<file path="src/hw/pwmtw_pkg.sv">
// Purpose: Shared constants and types for the two-wire PWM slave.
// Assumes: A 50 MHz system clock samples every pin.
// Notes:   Command codes and the read-back layout are local choices.
package pwmtw_pkg;

    // ****************************************************************
    // Clock and PWM timing
    // ****************************************************************
    localparam int CLK_HZ          = 50_000_000;  // System clock rate.
    localparam int PWM_FREQ_1K_HZ  = 1_000;       // Build variant, 1 kHz.
    localparam int PWM_FREQ_5K_HZ  = 5_000;       // Build variant, 5 kHz.
    localparam int PWM_FREQ_10K_HZ = 10_000;      // Build variant, 10 kHz.
    localparam int PWM_FREQ_25K_HZ = 25_000;      // Build variant, 25 kHz.
    localparam int DUTY_W          = 5;           // Width of the duty setting.
    localparam int PWM_STEPS       = 32;          // Steps of 3.125 percent each.

    // Power-up duty setting, half scale.
    localparam logic [4:0] DUTY_RESET = 5'h10;

    // ****************************************************************
    // Byte framing and field positions
    // ****************************************************************
    localparam logic [3:0] BYTE_BITS     = 4'h8;  // Bits in one byte.
    localparam logic [3:0] BIT_CNT_ZERO  = 4'h0;  // Counter start value.
    localparam logic [3:0] BIT_CNT_ONE   = 4'h1;  // Counter after the first sent bit.
    localparam int         CTRL_TYPE_MSB = 7;     // Device type code, high end.
    localparam int         CTRL_TYPE_LSB = 4;     // Device type code, low end.
    localparam int         CTRL_SEL_MSB  = 3;     // Device select bits, high end.
    localparam int         CTRL_SEL_LSB  = 1;     // Device select bits, low end.
    localparam int         CTRL_RW_BIT   = 0;     // One selects a read.
    localparam int         DATA_CMD_MSB  = 7;     // Command field, high end.
    localparam int         DATA_CMD_LSB  = 5;     // Command field, low end.
    localparam int         DATA_DUTY_MSB = 4;     // Duty field, high end.

    // Command field encodings of a written data byte.
    localparam logic [2:0] CMD_DUTY   = 3'h0;     // Load the duty value.
    localparam logic [2:0] CMD_FULL   = 3'h1;     // Force 100 percent duty.
    localparam logic [2:0] CMD_SHDN   = 3'h2;     // Enter shutdown.
    localparam logic [2:0] CMD_RECALL = 3'h3;     // Leave shutdown.

    // ****************************************************************
    // Slave port states
    // ****************************************************************
    typedef enum logic [2:0] {
        ST_IDLE,
        ST_ADDR,
        ST_ADDR_ACK,
        ST_WRITE,
        ST_WACK,
        ST_READ,
        ST_RACK,
        ST_IGNORE
    } pwmtw_state_e;

    // Clock cycles per duty step for a given output frequency.
    function automatic int pwmtw_step_cycles(input int freq_hz);
        pwmtw_step_cycles = CLK_HZ / (freq_hz * PWM_STEPS);
    endfunction

endpackage

</file>
<file path="src/hw/pwmtw_pwm_gen.sv">
// Purpose: Fixed-frequency 32-step pulse-width generator.
// Assumes: Duty, full-on and shutdown come from the same clock domain.
// Notes:   A new duty value takes effect at once, not at the period end.
module pwmtw_pwm_gen #(
    parameter int STEP_CYCLES = 1562
) (
    // Clock and reset.
    input  wire logic                            clk_in,
    input  wire logic                            rst_n_in,
    // Setting.
    input  wire logic [pwmtw_pkg::DUTY_W-1:0]    duty_in,
    input  wire logic                            full_in,
    input  wire logic                            shdn_in,
    // Output pin.
    output logic                                 pwm_out,
    output logic                                 pwm_oe_out
);
    import pwmtw_pkg::*;

    // ****************************************************************
    // Step timing
    // ****************************************************************
    localparam int PRE_W = $clog2(STEP_CYCLES + 1);          // Prescaler width.
    localparam logic [PRE_W-1:0] PRE_LAST = PRE_W'(STEP_CYCLES - 1);

    logic [PRE_W-1:0]  presc_r;   // Cycles within one step.
    logic [DUTY_W-1:0] step_r;    // Step within one period.
    wire               step_end;  // Last cycle of a step.
    wire               level_nxt; // Output level for the next cycle.

    assign step_end  = (presc_r == PRE_LAST);
    // Step below the setting is high, so zero gives a flat low output.
    assign level_nxt = ~shdn_in & (full_in | (step_r < duty_in)); // [RQ2] [RQ3] [RQ25]

    // The prescaler divides the clock so 32 steps make one period.
    always_ff @(posedge clk_in or negedge rst_n_in) begin
        if (!rst_n_in) begin
            presc_r <= '0;
            step_r  <= '0;
        end else begin
            presc_r <= step_end ? '0 : presc_r + PRE_W'(1); // [RQ4]
            step_r  <= step_end ? step_r + DUTY_W'(1) : step_r; // [RQ4]
        end
    end

    // Outputs are registered; shutdown floats the pin.
    always_ff @(posedge clk_in or negedge rst_n_in) begin
        if (!rst_n_in) begin
            pwm_out    <= 1'b0;
            pwm_oe_out <= 1'b0;
        end else begin
            pwm_out    <= level_nxt;
            pwm_oe_out <= ~shdn_in; // [RQ24]
        end
    end

    // A wrap of the step counter happens exactly once per period.
    logic [DUTY_W-1:0] wraps_seen_r; // Helper: step index one cycle back.
    always_ff @(posedge clk_in or negedge rst_n_in) begin
        if (!rst_n_in) begin
            wraps_seen_r <= '0;
        end else begin
            wraps_seen_r <= step_r;
        end
    end
endmodule

</file>
<file path="src/hw/pwmtw_top.sv">
// Purpose: Two-wire slave port that sets a 5-bit PWM with shutdown.
// Assumes: SCL, SDA and select pins are asynchronous and pass two flops.
// Notes:   Fast-mode SCL is far slower than the 50 MHz sampling clock.
//
// Summary of operation
// [RQ1] Reset loads half-scale duty, 50 percent.
// [RQ2] Five-bit setting drives duty, 0 to 96.88%.
// [RQ3] Full-on command gives 100 percent duty.
// [RQ4] Period fixed per build at four frequencies.
// [RQ5] Transfers framed as control byte, data bytes.
// [RQ6] Master makes clock, START, STOP; device slave.
// [RQ7] Master starts only with both lines high.
// [RQ8] SDA changes while SCL low; else control.
// [RQ9] Detect START and STOP while SCL high.
// [RQ10] Any byte count; ninth clock carries acknowledge.
// [RQ11] Works at standard and fast clock rates.
// [RQ12] Acknowledge held low through whole high phase.
// [RQ13] Master not-acknowledge makes device release SDA.
// [RQ14] Write: control then data; acknowledge every byte.
// [RQ15] Master acknowledges reads except the last.
// [RQ16] Repeated START resynchronises to a new transfer.
// [RQ17] Control byte: type code, select, direction.
// [RQ18] Respond only when select bits match pins.
// [RQ19] Direction one reads, zero writes.
// [RQ20] Acknowledge a matching control byte.
// [RQ21] Read mode shifts data out on SCL.
// [RQ22] Mismatch: no acknowledge, ignore until START.
// [RQ23] Data byte: low five duty, high three command.
// [RQ24] Shutdown floats the PWM output.
// [RQ25] Each step 3.125 percent; zero means 0%.
// [RQ26] All bytes travel most significant bit first.
module pwmtw_top #(
    parameter int         PWM_FREQ_HZ   = pwmtw_pkg::PWM_FREQ_1K_HZ,
    parameter logic [3:0] DEV_TYPE_CODE = 4'hA  // Arbitrary value.
) (
    // Clock and reset.
    input  wire logic                         ref_clk_in,
    input  wire logic                         nrst_in,
    // Two-wire bus, open drain.
    input  wire logic                         scl_in,
    input  wire logic                         sda_in,
    output logic                              sda_out,
    output logic                              sda_oe_out,
    // Device select straps.
    input  wire logic                         select_pin_bit0_in,
    input  wire logic                         select_pin_bit1_in,
    input  wire logic                         select_pin_bit2_in,
    // PWM pin.
    output logic                              pwm_out,
    output logic                              pwm_oe_out,
    // Status.
    output logic [pwmtw_pkg::DUTY_W-1:0]      duty_out,
    output logic                              full_on_out,
    output logic                              shutdown_out
);
    import pwmtw_pkg::*;

    // ****************************************************************
    // Reset release and pin synchronisers
    // ****************************************************************
    logic [1:0] rst_sync_r;   // Reset release chain.
    wire        rst_n;        // Synchronised reset, active low.
    wire  [4:0] pins_raw;     // {select[2:0], sda, scl}.
    logic [4:0] pins_s1_r;    // First stage, read only by the second.
    logic [4:0] pins_s2_r;    // Second stage, safe to use.
    logic       scl_d_r;      // SCL one cycle older.
    logic       sda_d_r;      // SDA one cycle older.

    assign rst_n    = rst_sync_r[1];
    assign pins_raw = {select_pin_bit2_in, select_pin_bit1_in, select_pin_bit0_in,
                       sda_in, scl_in};

    // Assert at once, release two edges later.
    always_ff @(posedge ref_clk_in or negedge nrst_in) begin
        if (!nrst_in) begin
            rst_sync_r <= 2'h0;
        end else begin
            rst_sync_r <= {rst_sync_r[0], 1'b1};
        end
    end

    // Two flops per pin, then one more for edge finding on the bus lines.
    always_ff @(posedge ref_clk_in or negedge rst_n) begin
        if (!rst_n) begin
            pins_s1_r <= 5'h03;
            pins_s2_r <= 5'h03;
            scl_d_r   <= 1'b1;
            sda_d_r   <= 1'b1;
        end else begin
            pins_s1_r <= pins_raw;
            pins_s2_r <= pins_s1_r; // [RQ11]
            scl_d_r   <= pins_s2_r[0];
            sda_d_r   <= pins_s2_r[1];
        end
    end

    // ****************************************************************
    // Bus event decode
    // ****************************************************************
    wire       scl_s;      // Sampled SCL.
    wire       sda_s;      // Sampled SDA.
    wire [2:0] sel_s;      // Sampled select pins.
    wire       scl_rise;   // SCL went high.
    wire       scl_fall;   // SCL went low.
    wire       start_evt;  // SDA fell with SCL high.
    wire       stop_evt;   // SDA rose with SCL high.

    assign scl_s     = pins_s2_r[0];
    assign sda_s     = pins_s2_r[1];
    assign sel_s     = pins_s2_r[4:2];
    assign scl_rise  = scl_s & ~scl_d_r;
    assign scl_fall  = ~scl_s & scl_d_r;
    // SCL must be high on both samples so a data change near an edge is
    // never mistaken for a bus condition.
    assign start_evt = scl_s & scl_d_r & sda_d_r & ~sda_s; // [RQ8] [RQ9]
    assign stop_evt  = scl_s & scl_d_r & ~sda_d_r & sda_s; // [RQ8] [RQ9]

    // ****************************************************************
    // Slave port state
    // ****************************************************************
    pwmtw_state_e state_r, state_nxt;          // Port state.
    logic [3:0]   bit_cnt_r, bit_cnt_nxt;      // Bits of the current byte.
    logic [7:0]   rx_r, rx_nxt;                // Received byte, MSB first.
    logic [7:0]   tx_r, tx_nxt;                // Byte being sent.
    logic         rw_r, rw_nxt;                // Direction of this transfer.
    logic         nack_r, nack_nxt;            // Master answer to a read byte.
    logic         sda_oe_r, sda_oe_nxt;        // Pull SDA low.
    logic [4:0]   duty_r, duty_nxt;            // Duty setting.
    logic         full_r, full_nxt;            // Full-on in force.
    logic         shdn_r, shdn_nxt;            // Shutdown in force.

    wire       byte_done;  // Eighth bit has ended.
    wire       addr_hit;   // Control byte names this device.
    wire [2:0] wr_cmd;     // Command field of a written byte.
    wire [7:0] rd_byte;    // Byte returned on a read.

    assign byte_done = scl_fall & (bit_cnt_r == BYTE_BITS); // [RQ5] [RQ10]
    assign addr_hit  = (rx_r[CTRL_TYPE_MSB:CTRL_TYPE_LSB] == DEV_TYPE_CODE) // [RQ17]
                     & (rx_r[CTRL_SEL_MSB:CTRL_SEL_LSB] == sel_s); // [RQ18]
    assign wr_cmd    = rx_r[DATA_CMD_MSB:DATA_CMD_LSB]; // [RQ23]
    assign rd_byte   = {shdn_r, full_r, 1'b0, duty_r};

    // Next-state logic. START and STOP override any state, so a repeated
    // START always brings the port back to the control byte.
    always_comb begin
        state_nxt   = state_r;
        bit_cnt_nxt = bit_cnt_r;
        rx_nxt      = rx_r;
        tx_nxt      = tx_r;
        rw_nxt      = rw_r;
        nack_nxt    = nack_r;
        sda_oe_nxt  = sda_oe_r;
        duty_nxt    = duty_r;
        full_nxt    = full_r;
        shdn_nxt    = shdn_r;
        if (start_evt) begin
            state_nxt   = ST_ADDR; // [RQ16]
            bit_cnt_nxt = BIT_CNT_ZERO;
            sda_oe_nxt  = 1'b0;
        end else if (stop_evt) begin
            state_nxt  = ST_IDLE; // [RQ9]
            sda_oe_nxt = 1'b0;
        end else begin
            case (state_r)
                // Shift in on each rising SCL, most significant bit first.
                ST_ADDR, ST_WRITE: begin
                    if (scl_rise && bit_cnt_r != BYTE_BITS) begin
                        rx_nxt      = {rx_r[6:0], sda_s}; // [RQ26]
                        bit_cnt_nxt = bit_cnt_r + 4'h1;
                    end else if (byte_done && state_r == ST_ADDR) begin
                        if (addr_hit) begin
                            sda_oe_nxt = 1'b1; // [RQ20]
                            rw_nxt     = rx_r[CTRL_RW_BIT]; // [RQ19]
                            state_nxt  = ST_ADDR_ACK;
                        end else begin
                            state_nxt = ST_IGNORE; // [RQ22]
                        end
                    end else if (byte_done) begin
                        sda_oe_nxt = 1'b1; // [RQ14]
                        state_nxt  = ST_WACK;
                        case (wr_cmd)
                            CMD_DUTY: begin
                                duty_nxt = rx_r[DATA_DUTY_MSB:0]; // [RQ23]
                                full_nxt = 1'b0;
                            end
                            CMD_FULL:   full_nxt = 1'b1; // [RQ3]
                            CMD_SHDN:   shdn_nxt = 1'b1; // [RQ24]
                            CMD_RECALL: shdn_nxt = 1'b0;
                            default:    shdn_nxt = shdn_r;
                        endcase
                    end
                end
                // Acknowledge is held until SCL falls again.
                ST_ADDR_ACK: begin
                    if (scl_fall && rw_r) begin
                        tx_nxt      = rd_byte; // [RQ21]
                        sda_oe_nxt  = ~rd_byte[7]; // [RQ26]
                        bit_cnt_nxt = BIT_CNT_ONE;
                        state_nxt   = ST_READ;
                    end else if (scl_fall) begin
                        sda_oe_nxt  = 1'b0;
                        bit_cnt_nxt = BIT_CNT_ZERO;
                        state_nxt   = ST_WRITE;
                    end
                end
                ST_WACK: begin
                    if (scl_fall) begin
                        sda_oe_nxt  = 1'b0; // [RQ12]
                        bit_cnt_nxt = BIT_CNT_ZERO;
                        state_nxt   = ST_WRITE;
                    end
                end
                // Each falling SCL presents the next bit.
                ST_READ: begin
                    if (scl_fall && bit_cnt_r == BYTE_BITS) begin
                        sda_oe_nxt = 1'b0;
                        state_nxt  = ST_RACK;
                    end else if (scl_fall) begin
                        tx_nxt      = {tx_r[6:0], 1'b0}; // [RQ21]
                        sda_oe_nxt  = ~tx_r[6];
                        bit_cnt_nxt = bit_cnt_r + 4'h1;
                    end
                end
                // The master answers; a high level ends the read.
                ST_RACK: begin
                    if (scl_rise) begin
                        nack_nxt = sda_s;
                    end else if (scl_fall && nack_r) begin
                        state_nxt = ST_IGNORE; // [RQ13]
                    end else if (scl_fall) begin
                        tx_nxt      = rd_byte; // [RQ10]
                        sda_oe_nxt  = ~rd_byte[7];
                        bit_cnt_nxt = BIT_CNT_ONE;
                        state_nxt   = ST_READ;
                    end
                end
                ST_IDLE, ST_IGNORE: begin
                    state_nxt = state_r;
                end
                default: begin
                    state_nxt  = ST_IDLE;
                    sda_oe_nxt = 1'b0;
                end
            endcase
        end
    end

    // State registers; the duty setting starts at half scale.
    always_ff @(posedge ref_clk_in or negedge rst_n) begin
        if (!rst_n) begin
            state_r   <= ST_IDLE;
            bit_cnt_r <= BIT_CNT_ZERO;
            rx_r      <= 8'h00;
            tx_r      <= 8'h00;
            rw_r      <= 1'b0;
            nack_r    <= 1'b0;
            sda_oe_r  <= 1'b0;
            duty_r    <= DUTY_RESET; // [RQ1]
            full_r    <= 1'b0;
            shdn_r    <= 1'b0;
        end else begin
            state_r   <= state_nxt;
            bit_cnt_r <= bit_cnt_nxt;
            rx_r      <= rx_nxt;
            tx_r      <= tx_nxt;
            rw_r      <= rw_nxt;
            nack_r    <= nack_nxt;
            sda_oe_r  <= sda_oe_nxt;
            duty_r    <= duty_nxt;
            full_r    <= full_nxt;
            shdn_r    <= shdn_nxt;
        end
    end

    // Open drain: the data level is always low, only the enable moves.
    always_ff @(posedge ref_clk_in or negedge rst_n) begin
        if (!rst_n) begin
            sda_out <= 1'b0;
        end else begin
            sda_out <= 1'b0;
        end
    end

    assign sda_oe_out   = sda_oe_r;
    assign duty_out     = duty_r;
    assign full_on_out  = full_r;
    assign shutdown_out = shdn_r;

    // ****************************************************************
    // PWM generator
    // ****************************************************************
    pwmtw_pwm_gen #(
        .STEP_CYCLES (pwmtw_step_cycles(PWM_FREQ_HZ))
    ) u_pwm (
        .clk_in     (ref_clk_in),
        .rst_n_in   (rst_n),
        .duty_in    (duty_r),
        .full_in    (full_r),
        .shdn_in    (shdn_r),
        .pwm_out    (pwm_out),
        .pwm_oe_out (pwm_oe_out)
    );
endmodule

</file>
<file path="config.mk">
export PLATFORM = sky130hd
export DESIGN_NAME = pwmtw_top
export DESIGN_NICKNAME = d
export VERILOG_FILES = /design/src/hw/pwmtw_pkg.sv /design/src/hw/pwmtw_pwm_gen.sv /design/src/hw/pwmtw_top.sv
export SDC_FILE = /design/constraint.sdc
export NUM_CORES = 1
export LEC_CHECK = 0
export BUFFER_PORTS_ARGS = -buffer_cell sky130_fd_sc_hd__buf_4
export CAP_MARGIN = 15
export CORE_ASPECT_RATIO = 1.25
export CORE_MARGIN = 1
export CORE_UTILIZATION = 52
export DETAILED_ROUTE_END_ITERATION = 6
export PLACE_DENSITY = 0.71
export SYNTH_ARGS = -nofsm -noshare
export SYNTH_HDL_FRONTEND = slang
export SYNTH_SLANG_ARGS = --single-unit
</file>
<file path="constraint.sdc">
create_clock -name ref_clk_in -period 3.6 [get_ports ref_clk_in]
set_input_delay 0.36 -clock ref_clk_in [delete_from_list [all_inputs] [get_ports ref_clk_in]]
set_output_delay 0.36 -clock ref_clk_in [all_outputs]
set_load 0.1 [all_outputs]
</file>
== Word-level counts from Yosys, hierarchy flattened ==
Cells that the tools add are included.
W data, S select, Z words.
Word-level totals
  latch bits: 0
  ROM bits: 0
  output and inout port bits: 11
  memories kept: 0
  memory bits (writable): 0
  bits of input ports: 7
  bits in registers: 64
Operators by class
  add/sub/neg operators: 3
  multipliers: 0
  $lt $le $gt $ge: 1
  equality and inequality tests: 38
  reductions and logical operators: 24
  bitwise logic cells: 21
  shifts and indexed selects: 0
  div/mod/pow operators: 0
  multiplexer cells: 48
Operators with widths (count)
  $mux W7: 6
  $mux W4: 10
  $mux W3: 12
  $ne A4 B4 Y1 const B: 6
  $ne A3 B3 Y1 const B: 7
  $pmux W7 S3: 1
  $reduce_and A7 Y1: 3
  $ne A5 B5 Y1 const B: 4
  $pmux W4 S5: 1
  $reduce_and A8 Y1: 2
  $pmux W3 S5: 1
  $ne A2 B2 Y1 const B: 7
  $mux W1: 13
  $eq A3 B2 Y1 const B: 4
  $eq A3 B3 Y1 const B: 4
  $reduce_and A6 Y1: 2
  $add A11 B1 Y11 const B: 1
  $eq A11 B11 Y1 const B: 1
  $mux W11: 1
  $and A1 B1 Y1: 10
  $not A1 Y1: 10
  $reduce_and A9 Y1: 1
  $eq A4 B4 Y1 const B: 2
  $reduce_and A4 Y1: 2
  other kinds (15): 24

== Longest topological paths before layout ==
  word-level depth: 9
  gate-level depth with buffers: 9
  depth with buffers taken out: 7

== Cells and area by module ==
Synthesis repeated with hierarchy kept, for this count alone.
Unflattened totals
  cells, all modules: 298
  area total of the unflattened synthesis: 3329.4 µm²
By module, submodules not included
  pwmtw_top: area each 2418.6 µm², instances 1, cells each 213, seq. area each 1159.9 µm²
  pwmtw_pwm_gen: area each 910.9 µm², instances 1, cells each 85, seq. area each 450.4 µm²

== Worst setup path after synthesis ==
Ideal clock, no wire load.
  kind: register to register
  from: register duty_r[1] (netlist: duty_out[1])
  to: register u_pwm.pwm_out
  path slack: 1.624 ns
  stages on the path, launching flop included: 7
  clock period less this slack: 1.976 ns
  arrival: 1.908 ns
  cell sequence: dfrtp_1 > inv_1 > ha_1 > a21o_1 > a21o_1 > a21oi_1 > o311a_1
Between the ends
  cells in the longest elaborated chain, start to end: 3
RTL lines
  from (decl): RTL line pwmtw_top.sv:128  | logic [4:0] duty_r, duty_nxt;
  from (signal assigned): RTL line pwmtw_top.sv:269  | duty_r <= duty_nxt;
  $lt A5 B5 Y1: RTL line pwmtw_pwm_gen.sv:33  | assign level_nxt = ~shdn_in & (full_in | (step_r < duty_in));
  $or A1 B1 Y1: RTL line pwmtw_pwm_gen.sv:33
  $and A1 B1 Y1: RTL line pwmtw_pwm_gen.sv:33
  net u_pwm.level_nxt: RTL line pwmtw_pwm_gen.sv:29  | wire level_nxt;
  to (signal assigned): RTL line pwmtw_pwm_gen.sv:52  | pwm_out <= level_nxt;
  to (decl): RTL line pwmtw_pwm_gen.sv:15  | output logic pwm_out,
The timed path passes the listed nets, and every way through them passes these cells.
A chain may end at the register's enable or synchronous reset.

== Worst setup path after layout ==
  from: register state_r[2]
  to: register tx_r[2]
Between the ends
  cells in the longest elaborated chain, start to end: 3
  elaborated cells on any way between the ends: 12
RTL lines
  from (decl): RTL line pwmtw_top.sv:121  | pwmtw_state_e state_r, state_nxt;
  from (signal assigned): RTL line pwmtw_top.sv:262  | state_r <= state_nxt;
  $eq A3 B3 Y1 or $eq A3 B2 Y1 (tied branches): RTL line pwmtw_top.sv:164  | case (state_r)
  $ne A2 B2 Y1 (no line) or $reduce_bool A3 Y1 (tied branches)
  $reduce_and A9 Y1 (no line)
  to (signal assigned): RTL line pwmtw_top.sv:265  | tx_r <= tx_nxt;
  to (decl): RTL line pwmtw_top.sv:124  | logic [7:0] tx_r, tx_nxt;
Parallel ways exist; a longest one is shown, timed or not.

==> results.tsv <==
metric	value	unit
status	finished clean	
grt_max_degree	36	
antenna_left	0	
antenna_cells	0	
core	0.00590	sq mm
h-tree-depth	3	
switching_share	0.366	
io_buffers	16	
setup_viol	0	
synth_seq_cells	64	
nets	310	
die-area	0.00656	sq mm
grt_setup_unrepaired	no	
hold_class	input port to flop	
post-cts-setup-buffer-count	0	
synth_top_area_share	0.440	
drc	0	
synth.largest_area_cell	dfrtp_1	
intPower	1.44	mW
clock-sinks	64	
syn-num-nets	294	
area_delta_synth_final	11.0	%
synth.area.top_cells	dfrtp_1 44%, dfstp_2 5.7%, mux2_4 5.6%	
mostFrequentLayoutCells	56 x dfrtp_1, 19 x nor2_1, 17 x buf_4	
drt_pre_antenna_iters	4	
final_common_cell	dfrtp_1	
worstPathMaxFanout	18	
cp_top_family	flip-flops	
critPathBufInv	1	
synth_cell_types	63	
synthesis.area	0.00324	sq mm
finalSetupTns	0	ns
arrival	2.75	ns
finalCritPeriodShare	0.705	
globalplace.congestion	0.872	
routed-via-count	2092	
grt_pass1_wl	9620	um
hold_violations	0	
worst_slew_pin_slew	0.755	ns
cp_slowest_cell	dfrtp_1	
path_class	flop to flop	
seqPwrFrac	0.429	
numCtsBuffers	9	
avgRoutedWirePerCell	14.5	um
ys_async_sr_fraction	1.00	
drive_gt1_frac	0.251	
wl	5520	um
critPathLaunchType	flop	
pwr-share-comb	0.300	
power_frac_clock	0.271	
antenna_found_initial	0	
syn_inst	278	
gr-total-overflow	0	
cts-root-buf	clkbuf_8	
final_core_util	0.610	
drt-initial-drc-count	151	
fillerInstances	503	
synthFlopType	dfrtp_1	
via_per_inst	5.49	
synth_edf_count	0	
grt_pass1_vias	2016	
ys.warnings.count	0	
fmax	0.394	GHz
clk_pin_slew	0.07	ns
fin_skew	0.00920	ns
clock_path_buffers	2	
irDropWorstVdd	0.292	mV
final_max_slew_viol_count	0	
relSlewSlack	0.494	
ys_seq_area_frac	0.497	
crit_required	3.82	ns
crit_path_cell_trace	clkinv_1 -> o31a_1 -> o311ai_2 -> nand2b_1 -> mux2_4	
dp_hpwl	3810	um
maxCapViolCount	0	
row_count	31	
period_minus_slack	2.54	ns
die_x	72.6	um
cpPeakStageDelay	0.69	ns
clock_latency	0.34	ns
leakagePower	1.62	nW
switching_power	833	uW
die_h	90.3	um
powerDensity	632	mW/mm^2
avgSynthCellArea	11.7	sq um
cp-end-kind	flop	
num_io_pins	18	
start_util	0.550	
grt_usage	0.190	
cts_tree	yes	
-- path summary, 6_finish.rpt --
kind / from / to / slack (ns) / cells after the start
min in group asynchronous: rst_sync_r[1]$_DFF_PN0_ / u_pwm.step_r[0]$_DFFE_PN0N_ / 0.27 / 0
max in group asynchronous: rst_sync_r[1]$_DFF_PN0_ / duty_out[4]$_DFFE_PN1P_ / 2.45 / 1
max reg2reg: state_r[2]$_DFFE_PN0P_ / tx_r[2]$_DFFE_PN0P_ / 1.06 / 5
min reg2reg: rst_sync_r[1]$_DFF_PN0_ / u_pwm.step_r[0]$_DFFE_PN0N_ / 0.27 / 0
max: state_r[2]$_DFFE_PN0P_ / tx_r[2]$_DFFE_PN0P_ / 1.06 / 5
min: sda_in / pins_s1_r[1]$_DFF_PN1_ / 0.13 / 1
-- final cells by class --
| class | count | area [sq um] | share of cell area |
|---|---|---|---|
| flip-flops and latches | 64 | 1610 | 0.448 |
| multi-input cells | 187 | 1490 | 0.414 |
| repair buffers | 18 | 138 | 0.0383 |
| clock buffers | 9 | 124 | 0.0344 |
| well taps | 82 | 103 | 0.0285 |
| clock inverters | 7 | 78.8 | 0.0219 |
| inverters | 14 | 52.6 | 0.0146 |
-- synth_stat cells (3+ instances only) --
| master | instances |
|---|---|
| a211oi_1 | 3 |
| nand4b_1 | 3 |
| dfrtp_1 | 57 |
| o31ai_1 | 4 |
| nand2_1 | 9 |
| a22o_1 | 3 |
| mux2_2 | 11 |
| a31oi_1 | 4 |
| nor3_1 | 5 |
| mux2_4 | 12 |
| buf_2 | 5 |
| xnor2_1 | 11 |
| dfstp_2 | 7 |
| mux2i_1 | 5 |
| ha_1 | 9 |
| a21oi_1 | 7 |
| nand2b_1 | 6 |
| nand4_1 | 5 |
| o21ai_0 | 8 |
| nor2_1 | 19 |
| nand3_1 | 8 |
| inv_1 | 12 |
| nand3b_1 | 3 |
| buf_6 | 3 |
| xor2_1 | 9 |
| a21o_1 | 4 |
| buf_4 | 3 |
-- routing by layer --
metal  wire (um)  global-route usage  up-vias
li1            -                   -     1033
met1        2690               0.272     1002
met2        2530               0.278       48
met3         191              0.0335        9
met4          98              0.0948        0
met5           0                   0        -
-- metrics by stage --
stage                     total power, mW  std cells  cell area (sq um)  hold WS, ns  setup slack, ns
after floorplan                      1.56        278               3240       0.0644             1.62
after global placement               1.66        364               3380        0.143             1.15
after detailed placement             1.67        364               3380        0.144             1.10
after CTS                            2.29        381               3600        0.112             1.07
after global routing                 2.42        381               3600        0.112            0.858
final                                2.27        381               3600        0.131             1.06
-- flip-flops by register name, indices dropped and copies added (netlist names), 4 cells and up --
name / cells
u_pwm.presc_r: 11
u_pwm.step_r: 5
tx_r: 7
pins_s2_r: 5
duty_out: 5
rx_r: 8
bit_cnt_r: 4
pins_s1_r: 5
-- what timing repair did --
| item | in CTS | in global routing |
|---|---|---|
| resized for setup | 0 | 0 |
| hold endpoints to repair | 2 | 0 |
| hold buffers | 1 | 0 |
| endpoints found under the setup margin | 0 | 0 |
-- power groups by stage --
stage	Sequential, mW	Clock (mW)	Combinational (mW)
floorplan	0.957	0	0.606
global placement	0.986	0	0.672
detailed placement	0.989	0	0.676
CTS	0.976	0.636	0.682
global route	1.00	0.669	0.752
finish	0.975	0.616	0.682
-- worst register-to-register path, delay by kind of cell, from the launching register on --
family | cells | cell delay (ns)
AO/OA/AOI/OAI | 2 | 0.54
buffers and inverters | 1 | 0.42
flip-flops | 1 | 0.69
multiplexers | 1 | 0.34
AND/OR/NAND/NOR | 1 | 0.42
-- kinds of logic (layout without fill, tap and decap cells) --
family | after synthesis | after routing | synth area share
multiplexers | 28 | 28 | 0.109
AO/OA/AOI/OAI | 52 | 52 | 0.119
buffers and inverters | 27 | 48 | 0.0436
XOR/XNOR | 20 | 20 | 0.0540
adder cells (fa/ha/maj) | 9 | 9 | 0.0347
AND/OR/NAND/NOR | 76 | 76 | 0.140
other | 2 | 2 | 0.00232
flip-flops | 64 | 64 | 0.497
No activity file was read; power rests on OpenSTA's default activity.
